### src/rtl/csc_pkg.sv
package csc_pkg;

  // ****************************************************************
  // register map (word indices decoded from haddr[7:2], one aligned word each)
  // ****************************************************************
  localparam logic [5:0] CSC_IDX_CTRL = 6'h00;
  localparam logic [5:0] CSC_IDX_CFG = 6'h01;
  localparam logic [5:0] CSC_IDX_IRQ_EN = 6'h02;
  localparam logic [5:0] CSC_IDX_FLAGS = 6'h03;
  localparam logic [5:0] CSC_IDX_FLAG_CLR = 6'h04;
  localparam logic [5:0] CSC_IDX_BACKUP = 6'h05;

  // ****************************************************************
  // clock_control_register fields
  // ****************************************************************
  localparam int CSC_CR_MSI_ON = 0;
  localparam int CSC_CR_MSI_RDY = 1;
  localparam int CSC_CR_MSI_LOCK = 2;
  localparam int CSC_CR_MSI_RANGE = 4;
  localparam int CSC_CR_INTERNAL_16M_OSC_ON = 8;
  localparam int CSC_CR_INTERNAL_16M_OSC_RDY = 9;
  localparam int CSC_CR_HSE_ON = 16;
  localparam int CSC_CR_HSE_RDY = 17;
  localparam int CSC_CR_HSE_BYP = 18;
  localparam int CSC_CR_CSS_ON = 19;
  localparam int CSC_CR_PLL_ON = 24;
  localparam int CSC_CR_PLL_RDY = 25;
  localparam int CSC_CR_INTERNAL_48M_OSC_ON = 26;
  localparam int CSC_CR_INTERNAL_48M_OSC_RDY = 27;

  // ****************************************************************
  // configuration, interrupt enable, flag and backup fields
  // ****************************************************************
  localparam int CSC_CFG_SW = 0;
  localparam int CSC_CFG_SWS = 2;
  localparam int CSC_CFG_AHB = 4;
  localparam int CSC_CFG_APB1 = 8;
  localparam int CSC_CFG_APB2 = 12;
  localparam int CSC_CFG_AHB_EFF = 16;
  localparam int CSC_IRQ_LSE = 0;
  localparam int CSC_IRQ_HSE = 1;
  localparam int CSC_IRQ_CSS = 8;
  localparam int CSC_BD_LSE_ON = 0;
  localparam int CSC_BD_LSE_RDY = 1;
  localparam int CSC_BD_LSE_BYP = 2;
  localparam int CSC_BD_LSE_DRV = 3;
  localparam int CSC_BD_RTC_SEL = 8;
  localparam int CSC_BD_LSI_ON = 15;
  localparam int CSC_BD_LSI_RDY = 16;

  // ****************************************************************
  // sources, frequencies, reset values
  // ****************************************************************
  typedef enum logic [1:0] {
    CSC_SRC_MSI,
    CSC_SRC_INTERNAL_16M_OSC,
    CSC_SRC_HSE,
    CSC_SRC_PLL
  } csc_src_type;

  localparam logic [3:0] CSC_MSI_RANGE_RST = 4'h6;
  localparam logic [3:0] CSC_MSI_RANGE_MAX = 4'hB;
  localparam logic [31:0] CSC_INTERNAL_16M_OSC_KHZ = 32'd16000;
  localparam logic [31:0] CSC_HSE_KHZ = 32'd48000;
  localparam logic [31:0] CSC_PLL_KHZ = 32'd110000;
  localparam logic [31:0] CSC_BUS_MAX_KHZ = 32'd110000;
  localparam logic [2:0] CSC_PRE_MAX = 3'h7;
  localparam logic [1:0] CSC_RTC_NONE = 2'h0;

  function automatic logic [31:0] csc_msi_khz(input logic [3:0] range);
    logic [31:0] f;
    f = 32'd4000;
    unique case (range)
      4'h0: f = 32'd100;
      4'h1: f = 32'd200;
      4'h2: f = 32'd400;
      4'h3: f = 32'd800;
      4'h4: f = 32'd1000;
      4'h5: f = 32'd2000;
      4'h6: f = 32'd4000;
      4'h7: f = 32'd8000;
      4'h8: f = 32'd16000;
      4'h9: f = 32'd24000;
      4'hA: f = 32'd32000;
      4'hB: f = 32'd48000;
      default: f = 32'd4000;
    endcase
    return f;
  endfunction

  // ****************************************************************
  // complete state of the block
  // ****************************************************************
  typedef struct packed {
    logic pend;
    logic pwrite;
    logic [5:0] pidx;
    logic hready;
    logic [31:0] hrdata;
    logic msi_on;
    logic msi_rdy;
    logic msi_lock;
    logic msi_trim;
    logic [3:0] msi_range;
    logic internal_16m_osc_on;
    logic internal_16m_osc_rdy;
    logic hse_on;
    logic hse_rdy;
    logic hse_byp;
    logic css_on;
    logic pll_on;
    logic pll_rdy;
    logic internal_48m_osc_on;
    logic internal_48m_osc_rdy;
    csc_src_type sw;
    csc_src_type sws;
    logic [2:0] ahb_pre;
    logic [2:0] apb1_pre;
    logic [2:0] apb2_pre;
    logic [2:0] ahb_eff;
    logic lse_ie;
    logic hse_ie;
    logic lse_f;
    logic hse_f;
    logic css_f;
    logic lse_on;
    logic lse_rdy;
    logic lse_byp;
    logic [1:0] lse_drv;
    logic [1:0] rtc_sel;
    logic lsi_on;
    logic lsi_rdy;
    logic irq;
  } csc_state_type;

  localparam csc_state_type CSC_STATE_RST = '{
    pend: 1'b0, pwrite: 1'b0, pidx: 6'h00, hready: 1'b1, hrdata: 32'h0000_0000,
    msi_on: 1'b1, msi_rdy: 1'b0, msi_lock: 1'b0, msi_trim: 1'b0,
    msi_range: CSC_MSI_RANGE_RST,
    internal_16m_osc_on: 1'b0, internal_16m_osc_rdy: 1'b0, hse_on: 1'b0, hse_rdy: 1'b0, hse_byp: 1'b0,
    css_on: 1'b0, pll_on: 1'b0, pll_rdy: 1'b0, internal_48m_osc_on: 1'b0, internal_48m_osc_rdy: 1'b0,
    sw: CSC_SRC_MSI, sws: CSC_SRC_MSI,
    ahb_pre: 3'h0, apb1_pre: 3'h0, apb2_pre: 3'h0, ahb_eff: 3'h0,
    lse_ie: 1'b0, hse_ie: 1'b0, lse_f: 1'b0, hse_f: 1'b0, css_f: 1'b0,
    lse_on: 1'b0, lse_rdy: 1'b0, lse_byp: 1'b0, lse_drv: 2'h0,
    rtc_sel: CSC_RTC_NONE, lsi_on: 1'b0, lsi_rdy: 1'b0, irq: 1'b0
  };

endpackage

### src/rtl/csc_clock_source_control.sv
`timescale 1ns/1ns

// Summary of operation
// - system clock comes from msi, 16 MHz internal, high-speed external or pll.
// - after reset the system clock runs from msi at 4 MHz.
// - each oscillator has its own on/off bit.
// - ahb and apb prescalers; no bus domain may exceed 110 MHz.
// - hs external ready flag set when stable; its clock withheld until then.
// - hs or ls external becoming ready raises interrupt when enabled.
// - hs external oscillator follows its enable bit.
// - bypass needs both bypass and enable bits; external clock at most 48 MHz.
// - in hs bypass the oscillator output pin is left free for gpio.
// - 4-bit range field selects twelve msi frequencies, default 4 MHz.
// - lock mode bit makes msi trim itself against the 32.768 kHz crystal.
// - ls crystal oscillator follows its enable bit in the backup register.
// - 2-bit ls drive field is changeable at run time.
// - while ls enabled the drive may drop but never rise.
// - ls ready flag set when stable; ls clock withheld until then.
// - ls bypass needs bypass and enable; output pin freed for gpio.
// - low-speed internal feeds watchdog; rtc from it or from ls crystal.
// - 48 MHz internal oscillator routable to usb, sd card and rng.
// - 16 MHz internal backs up a failed hs crystal under security system.
module csc_clock_source_control
  import csc_pkg::*;
(
  input wire logic clk_sys,
  input wire logic rst,
  input wire logic hsel,
  input wire logic [31:0] haddr,
  input wire logic [1:0] htrans,
  input wire logic hwrite,
  input wire logic [2:0] hsize,
  input wire logic [31:0] hwdata,
  input wire logic hready,
  output logic hreadyout,
  output logic [31:0] hrdata,
  output logic hresp,
  input wire logic msi_stable,
  input wire logic internal_16m_osc_stable,
  input wire logic hse_stable,
  input wire logic hse_fail,
  input wire logic pll_locked,
  input wire logic internal_48m_osc_stable,
  input wire logic lse_stable,
  input wire logic lsi_stable,
  output logic msi_enable,
  output logic [3:0] msi_range,
  output logic msi_trim_enable,
  output logic internal_16m_osc_enable,
  output logic hse_enable,
  output logic hse_bypass,
  output logic pll_enable,
  output logic internal_48m_osc_enable,
  output logic internal_48m_osc_route_enable,
  output logic lse_enable,
  output logic lse_bypass,
  output logic [1:0] lse_drive,
  output logic lsi_enable,
  output logic lsi_watchdog_enable,
  output logic [1:0] rtc_source,
  output logic hse_clock_release,
  output logic lse_clock_release,
  output logic [1:0] system_clock_source,
  output logic [2:0] ahb_div_shift,
  output logic [2:0] apb1_div_shift,
  output logic [2:0] apb2_div_shift,
  output logic clock_irq
);

  // ****************************************************************
  // helpers
  // ****************************************************************
  function automatic logic [31:0] src_khz(input csc_src_type s, input logic [3:0] r);
    logic [31:0] f;
    f = csc_msi_khz(r);
    unique case (s)
      CSC_SRC_MSI: f = csc_msi_khz(r);
      CSC_SRC_INTERNAL_16M_OSC: f = CSC_INTERNAL_16M_OSC_KHZ;
      CSC_SRC_HSE: f = CSC_HSE_KHZ;
      CSC_SRC_PLL: f = CSC_PLL_KHZ;
    endcase
    return f;
  endfunction

  // smallest ahb shift keeping the bus at or under its ceiling
  function automatic logic [2:0] min_shift(input logic [31:0] khz);
    logic [2:0] s;
    s = CSC_PRE_MAX;
    for (int i = 7; i >= 0; i--) begin
      if ((khz >> i) <= CSC_BUS_MAX_KHZ) begin
        s = 3'(i);
      end
    end
    return s;
  endfunction

  csc_state_type q;
  csc_state_type d;
  logic [31:0] rd_word;
  logic accept;
  logic src_ready;
  logic [2:0] need_shift;
  logic [1:0] new_drv;

  // ****************************************************************
  // register read view
  // ****************************************************************
  always_comb begin
    rd_word = 32'h0000_0000;
    unique case (q.pidx)
      CSC_IDX_CTRL: begin
        rd_word[CSC_CR_MSI_ON] = q.msi_on;
        rd_word[CSC_CR_MSI_RDY] = q.msi_rdy;
        rd_word[CSC_CR_MSI_LOCK] = q.msi_lock;
        rd_word[CSC_CR_MSI_RANGE +: 4] = q.msi_range;
        rd_word[CSC_CR_INTERNAL_16M_OSC_ON] = q.internal_16m_osc_on;
        rd_word[CSC_CR_INTERNAL_16M_OSC_RDY] = q.internal_16m_osc_rdy;
        rd_word[CSC_CR_HSE_ON] = q.hse_on;
        rd_word[CSC_CR_HSE_RDY] = q.hse_rdy;
        rd_word[CSC_CR_HSE_BYP] = q.hse_byp;
        rd_word[CSC_CR_CSS_ON] = q.css_on;
        rd_word[CSC_CR_PLL_ON] = q.pll_on;
        rd_word[CSC_CR_PLL_RDY] = q.pll_rdy;
        rd_word[CSC_CR_INTERNAL_48M_OSC_ON] = q.internal_48m_osc_on;
        rd_word[CSC_CR_INTERNAL_48M_OSC_RDY] = q.internal_48m_osc_rdy;
      end
      CSC_IDX_CFG: begin
        rd_word[CSC_CFG_SW +: 2] = q.sw;
        rd_word[CSC_CFG_SWS +: 2] = q.sws;
        rd_word[CSC_CFG_AHB +: 3] = q.ahb_pre;
        rd_word[CSC_CFG_APB1 +: 3] = q.apb1_pre;
        rd_word[CSC_CFG_APB2 +: 3] = q.apb2_pre;
        rd_word[CSC_CFG_AHB_EFF +: 3] = q.ahb_eff;
      end
      CSC_IDX_IRQ_EN: begin
        rd_word[CSC_IRQ_LSE] = q.lse_ie;
        rd_word[CSC_IRQ_HSE] = q.hse_ie;
      end
      CSC_IDX_FLAGS: begin
        rd_word[CSC_IRQ_LSE] = q.lse_f;
        rd_word[CSC_IRQ_HSE] = q.hse_f;
        rd_word[CSC_IRQ_CSS] = q.css_f;
      end
      CSC_IDX_BACKUP: begin
        rd_word[CSC_BD_LSE_ON] = q.lse_on;
        rd_word[CSC_BD_LSE_RDY] = q.lse_rdy;
        rd_word[CSC_BD_LSE_BYP] = q.lse_byp;
        rd_word[CSC_BD_LSE_DRV +: 2] = q.lse_drv;
        rd_word[CSC_BD_RTC_SEL +: 2] = q.rtc_sel;
        rd_word[CSC_BD_LSI_ON] = q.lsi_on;
        rd_word[CSC_BD_LSI_RDY] = q.lsi_rdy;
      end
      default: rd_word = 32'h0000_0000;
    endcase
  end

  // ****************************************************************
  // next state
  // ****************************************************************
  always_comb begin
    d = q;
    accept = hsel && htrans[1] && hready;
    src_ready = 1'b0;
    new_drv = hwdata[CSC_BD_LSE_DRV +: 2];
    // one wait state so that hrdata comes straight from a flop
    d.hready = 1'b1;
    d.pend = 1'b0;
    if (accept) begin
      d.pend = 1'b1;
      d.pwrite = hwrite;
      d.pidx = haddr[7:2];
      d.hready = 1'b0;
    end
    if (q.pend) begin
      d.hrdata = q.pwrite ? 32'h0000_0000 : rd_word;
    end
    if (q.pend && q.pwrite) begin
      unique case (q.pidx)
        CSC_IDX_CTRL: begin
          d.msi_on = hwdata[CSC_CR_MSI_ON];
          d.msi_lock = hwdata[CSC_CR_MSI_LOCK];
          // codes above the twelfth range are dropped, the old range stays
          if (hwdata[CSC_CR_MSI_RANGE +: 4] <= CSC_MSI_RANGE_MAX) begin
            d.msi_range = hwdata[CSC_CR_MSI_RANGE +: 4];
          end
          d.internal_16m_osc_on = hwdata[CSC_CR_INTERNAL_16M_OSC_ON];
          d.hse_on = hwdata[CSC_CR_HSE_ON];
          // bypass only changes while the oscillator is off
          if (!q.hse_on) begin
            d.hse_byp = hwdata[CSC_CR_HSE_BYP];
          end
          d.css_on = hwdata[CSC_CR_CSS_ON];
          d.pll_on = hwdata[CSC_CR_PLL_ON];
          d.internal_48m_osc_on = hwdata[CSC_CR_INTERNAL_48M_OSC_ON];
        end
        CSC_IDX_CFG: begin
          d.sw = csc_src_type'(hwdata[CSC_CFG_SW +: 2]);
          d.ahb_pre = hwdata[CSC_CFG_AHB +: 3];
          d.apb1_pre = hwdata[CSC_CFG_APB1 +: 3];
          d.apb2_pre = hwdata[CSC_CFG_APB2 +: 3];
        end
        CSC_IDX_IRQ_EN: begin
          d.lse_ie = hwdata[CSC_IRQ_LSE];
          d.hse_ie = hwdata[CSC_IRQ_HSE];
        end
        CSC_IDX_FLAG_CLR: begin
          d.lse_f = q.lse_f && !hwdata[CSC_IRQ_LSE];
          d.hse_f = q.hse_f && !hwdata[CSC_IRQ_HSE];
          d.css_f = q.css_f && !hwdata[CSC_IRQ_CSS];
        end
        CSC_IDX_BACKUP: begin
          d.lse_on = hwdata[CSC_BD_LSE_ON];
          if (!q.lse_on) begin
            d.lse_byp = hwdata[CSC_BD_LSE_BYP];
          end
          // a running crystal may be eased off but never pushed harder
          if (!q.lse_on || new_drv <= q.lse_drv) begin
            d.lse_drv = new_drv;
          end
          d.rtc_sel = hwdata[CSC_BD_RTC_SEL +: 2];
          d.lsi_on = hwdata[CSC_BD_LSI_ON];
        end
        default: d.pidx = q.pidx;
      endcase
    end

    // ready flags follow enable and the analog stable indication
    d.msi_rdy = q.msi_on && msi_stable;
    d.internal_16m_osc_rdy = q.internal_16m_osc_on && internal_16m_osc_stable;
    d.hse_rdy = q.hse_on && hse_stable;
    d.pll_rdy = q.pll_on && pll_locked;
    d.internal_48m_osc_rdy = q.internal_48m_osc_on && internal_48m_osc_stable;
    d.lse_rdy = q.lse_on && lse_stable;
    d.lsi_rdy = q.lsi_on && lsi_stable;
    // trimming only makes sense once the crystal reference is running
    d.msi_trim = q.msi_lock && q.lse_rdy;

    // rising ready edges are sticky; set wins over a same-cycle clear
    if (d.hse_rdy && !q.hse_rdy) begin
      d.hse_f = 1'b1;
    end
    if (d.lse_rdy && !q.lse_rdy) begin
      d.lse_f = 1'b1;
    end

    // failed crystal: drop it, bring up the internal 16 MHz, move off it
    if (q.css_on && q.hse_rdy && hse_fail) begin
      d.css_f = 1'b1;
      d.hse_on = 1'b0;
      d.internal_16m_osc_on = 1'b1;
      if (q.sws == CSC_SRC_HSE || q.sw == CSC_SRC_HSE) begin
        d.sw = CSC_SRC_INTERNAL_16M_OSC;
      end
    end

    // the live source cannot be stopped from under the core, except hse while css_f is set
    unique case (q.sws)
      CSC_SRC_MSI: d.msi_on = 1'b1;
      CSC_SRC_INTERNAL_16M_OSC: d.internal_16m_osc_on = 1'b1;
      CSC_SRC_HSE: d.hse_on = d.hse_on || !d.css_f;
      CSC_SRC_PLL: d.pll_on = 1'b1;
    endcase

    unique case (q.sw)
      CSC_SRC_MSI: src_ready = q.msi_rdy;
      CSC_SRC_INTERNAL_16M_OSC: src_ready = q.internal_16m_osc_rdy;
      CSC_SRC_HSE: src_ready = q.hse_rdy;
      CSC_SRC_PLL: src_ready = q.pll_rdy;
    endcase
    if (q.sw != q.sws && src_ready) begin
      d.sws = q.sw;
    end

    // ahb never faster than the ceiling; apb only divides ahb further
    need_shift = min_shift(src_khz(d.sws, d.msi_range));
    d.ahb_eff = (d.ahb_pre > need_shift) ? d.ahb_pre : need_shift;

    d.irq = (d.hse_f && d.hse_ie) || (d.lse_f && d.lse_ie) || d.css_f;
  end

  always_ff @(posedge clk_sys or posedge rst) begin
    if (rst) begin
      q <= CSC_STATE_RST;
    end else begin
      q <= d;
    end
  end

  // ****************************************************************
  // outputs
  // ****************************************************************
  assign hreadyout = q.hready;
  assign hrdata = q.hrdata;
  assign hresp = q.pend && 1'b0;
  assign msi_enable = q.msi_on;
  assign msi_range = q.msi_range;
  assign msi_trim_enable = q.msi_trim;
  assign internal_16m_osc_enable = q.internal_16m_osc_on;
  assign hse_enable = q.hse_on;
  assign hse_bypass = q.hse_byp;
  assign pll_enable = q.pll_on;
  assign internal_48m_osc_enable = q.internal_48m_osc_on;
  assign internal_48m_osc_route_enable = q.internal_48m_osc_rdy;
  assign lse_enable = q.lse_on;
  assign lse_bypass = q.lse_byp;
  assign lse_drive = q.lse_drv;
  assign lsi_enable = q.lsi_on;
  assign lsi_watchdog_enable = q.lsi_rdy;
  assign rtc_source = q.rtc_sel;
  assign hse_clock_release = q.hse_rdy;
  assign lse_clock_release = q.lse_rdy;
  assign system_clock_source = q.sws;
  assign ahb_div_shift = q.ahb_eff;
  assign apb1_div_shift = q.apb1_pre;
  assign apb2_div_shift = q.apb2_pre;
  assign clock_irq = q.irq;

endmodule

### config.mk
export PLATFORM = sky130hd
export DESIGN_NAME = csc_clock_source_control
export DESIGN_NICKNAME = d
export VERILOG_FILES = /design/src/rtl/csc_pkg.sv /design/src/rtl/csc_clock_source_control.sv
export SDC_FILE = /design/constraint.sdc
export NUM_CORES = 1
export LEC_CHECK = 0
export BUFFER_PORTS_ARGS = -buffer_cell sky130_fd_sc_hd__buf_2
export CAP_MARGIN = 20
export CORE_MARGIN = 2
export CORE_UTILIZATION = 30
export CTS_CLUSTER_DIAMETER = 120
export DETAILED_ROUTE_END_ITERATION = 8
export PLACE_DENSITY = 0.51
export SLEW_MARGIN = 20
export SYNTH_ARGS = -nofsm -noshare
export SYNTH_HDL_FRONTEND = slang
export SYNTH_SLANG_ARGS = --single-unit
### constraint.sdc
create_clock -name clk_sys -period 4.1 [get_ports clk_sys]
set_clock_uncertainty 0.05 [all_clocks]
set_input_delay 0.615 -clock clk_sys [delete_from_list [all_inputs] [get_ports clk_sys]]
set_output_delay 0.615 -clock clk_sys [all_outputs]
set_load 0.05 [all_outputs]
==> impl_metrics.toml <==
[final_layout]
regArea_mm2 = 0.00203
final_cell_mix = "buf_2, dfrtp_1, mux2_2, nand2_1, nor2_1"
n_antenna_cell = 0
final_common_cell = "buf_2"
multi_input_area_mm2 = 0.00166
final_area_mm2 = 0.00483
final_nets = 504
drive_gt1_frac = 0.399
area_growth_pct = 16.2
fin_util = 0.352
fill_cells = 1389

[worst_setup_path]
critPathKind = "reg2reg"
worst_r2r_path_depth = 13
cp_max_fo = 5
r2r-start = "q[86]"
cp_num_buf_inv = 0
crit_slowest_cell = "nor4b_1"
slowest_delay_ns = 0.50
end_kind = "flip-flop"
crit_path_start_kind = "flip-flop"
arrival_ns = 3.38
path_delay_family = "compound AO/OA/AOI/OAI gates"
critPathCapture = "ahb_div_shift[0]"
crit_chain = "nor4b_1 -> nand4b_1 -> a21o_1 -> mux2_2 -> ha_1 -> a21oi_1 -> o221a_1 -> a21oi_1 -> nor2_1 -> ha_1 -> o22ai_1 -> nand2_1 -> o31ai_1"
reg2reg_setup_slack_ns = 0.92
reg2reg_to = "ahb_div_shift[0]"
startpoint = "q[86]"
critPathRequiredTime_ns = 4.30
cp.depth = 13

[logic_synthesis]
netlist.area_leader.share = 0.463
synth.area.top_cells = "dfrtp_1, buf_4, mux2_2"
ys_seq_area_frac = 0.489
synth_largest_area_cell = "dfrtp_1"
synthFlopType = "dfrtp_1"
ys.warnings.count = 0
ys_ff_latch = 81
synthesis.area_mm2 = 0.00416
syn_inst = 354
synth.avg_cell_area_um2 = 11.7
ys_types = 59
synthArstFlopShare = 1.00
synth_edf_count = 0

[sta]
rsz0062_at_grt = "false"
period_needed_ns = 3.18
tns_ns = 0
finalHoldViolCount = 0
maxSlewViolCount = 0
final-setup-viol-count = 0
worstMarginPinSlew_ns = 0.948
holdWs_ns = 0.342
fin_crit_sh = 0.775
fmax_mhz = 315
slew_headroom = 0.367

[power]
vdd_drop_max_mv = 0.227
pwr_density_cell_mw_per_mm2 = 511
p_leak_uw = 0.00242
finalPower_uw = 2470

[floorplanning]
die_w_um = 122
placementRows = 43
die_area_mm2 = 0.0148
ios = 150
core-area_mm2 = 0.0137
start_util = 0.303
fp.dieH_um = 122

[clock_tree]
cts-resized-gates = 0
clockBufferDepth = 2
htree_levels = 3
clkSinkCount = 81
cts_setup_buffers = 0
ctsHoldBuffers = 0
clk_transition_reported_paths_ns = 0.06
cts-root-buf = "clkbuf_16"
cts_tree = "yes"
numCtsBuffers = 9
clk_latency_ns = 0.34

[global_route]
grt_pass1_vias = 2771
grtUsageTotal = 0.142
antenna_found_initial = 1
grt_pass1_wl_um = 15500
grt-ovfl-total = 0
grt_max_degree = 42

[detailed_routing]
vias_per_cell = 4.68
drtPass1Iterations = 4
drt-total-wl_um = 10000
wl_per_cell_um = 16.7
drtAntennaViolNets = 0
num_vias = 2806
route.detailed.drc = 0
drt-initial-drc-count = 149

[placement]
io_buffers = 97
dp_hpwl_um = 7300
gp_congestion = 0.786
place_area_mm2 = 0.00451

[job]
maxCapViolations = 0

[min_path]
hold_path.class = "in2async"

[run_status]
status = "completed"
-- state kept, by name (all words and copies together) (netlist names), 2 cells and up --
name,cells
hrdata,23
q,23
msi_range,4
ahb_div_shift,3
apb1_div_shift,3
apb2_div_shift,3
lse_drive,2
rtc_source,2
system_clock_source,2
-- worst register-to-register path, delay by kind of cell, from the launching register on --
family | cells | cell delay (ns)
AOI/OAI and AO/OA | 6 | 0.93
and+or+nand+nor | 4 | 0.86
adders and majority gates | 2 | 0.51
DFF | 1 | 0.42
muxes | 1 | 0.31
-- cells in the mapped netlist, drive strengths merged, types with 3 or more instances --
library cell / n
inv: 14
a32o: 5
and2: 7
nor4b: 3
buf: 60
o22ai: 3
o2bb2ai: 11
nor2b: 5
nand2: 19
dfstp: 4
nor4: 3
clkbuf: 4
a21oi: 10
a22oi: 4
a21o: 3
nor3: 3
o21ai: 6
nand2b: 4
nor2: 15
dfrtp: 77
mux2i: 13
ha: 8
a22o: 7
mux2: 38
-- power breakdown --
group,switching [uW],total (uW),internal (uW),leakage (uW)
combinational,402,599,196,0.00121
sequential,110,998,888,0.00106
clock,305,872,567,0.000157
-- cell families after synthesis --
family	share of synthesized area
AO/OA/AOI/OAI	0.114
other	0.000902
flip-flops	0.489
buffers and inverters	0.121
multiplexers	0.145
adder cells (fa/ha/maj)	0.0241
AND/OR/NAND/NOR	0.107
-- how the worst min path moves through the flow --
stage,start,endpoint,slack (ns)
final,rst,internal_48m_osc_enable,0.34
after global routing,rst,internal_48m_osc_enable,0.39
after CTS,rst,internal_48m_osc_route_enable,0.35
after detailed placement,hrdata[2],hrdata[2],0.43
after global placement,hrdata[2],hrdata[2],0.42
after floorplan,hrdata[3],hrdata[3],0.40
-- final cells by class --
cell class	instances	area share
tap	180	0.0466
clock inverter	2	0.0124
clock buffer	14	0.0546
inverter	14	0.0111
sequential	81	0.421
timing repair buffer	104	0.111
multi-input combinational	204	0.343
-- routing by layer --
| layer | global-route usage | share of wire | vias to the layer above | wire length (um) |
|---|---|---|---|---|
| met5 | 0 | 0 | - | 0 |
| met2 | 0.228 | 0.47 | 80 | 4680 |
| met4 | 0.0503 | 0.014 | 0 | 141 |
| met3 | 0.0332 | 0.059 | 12 | 586 |
| met1 | 0.189 | 0.46 | 1396 | 4600 |
| li1 | - | - | 1318 | - |
-- through the flow --
stage	cells	setup slack [ns]
2_1_floorplan	363	1.24
3_3_place_gp	583	0.890
3_5_place_dp	583	0.881
4_1_cts	599	0.846
5_1_grt	599	0.610
6_report	599	0.921
Note: power is estimated with default switching activity, not from simulation.
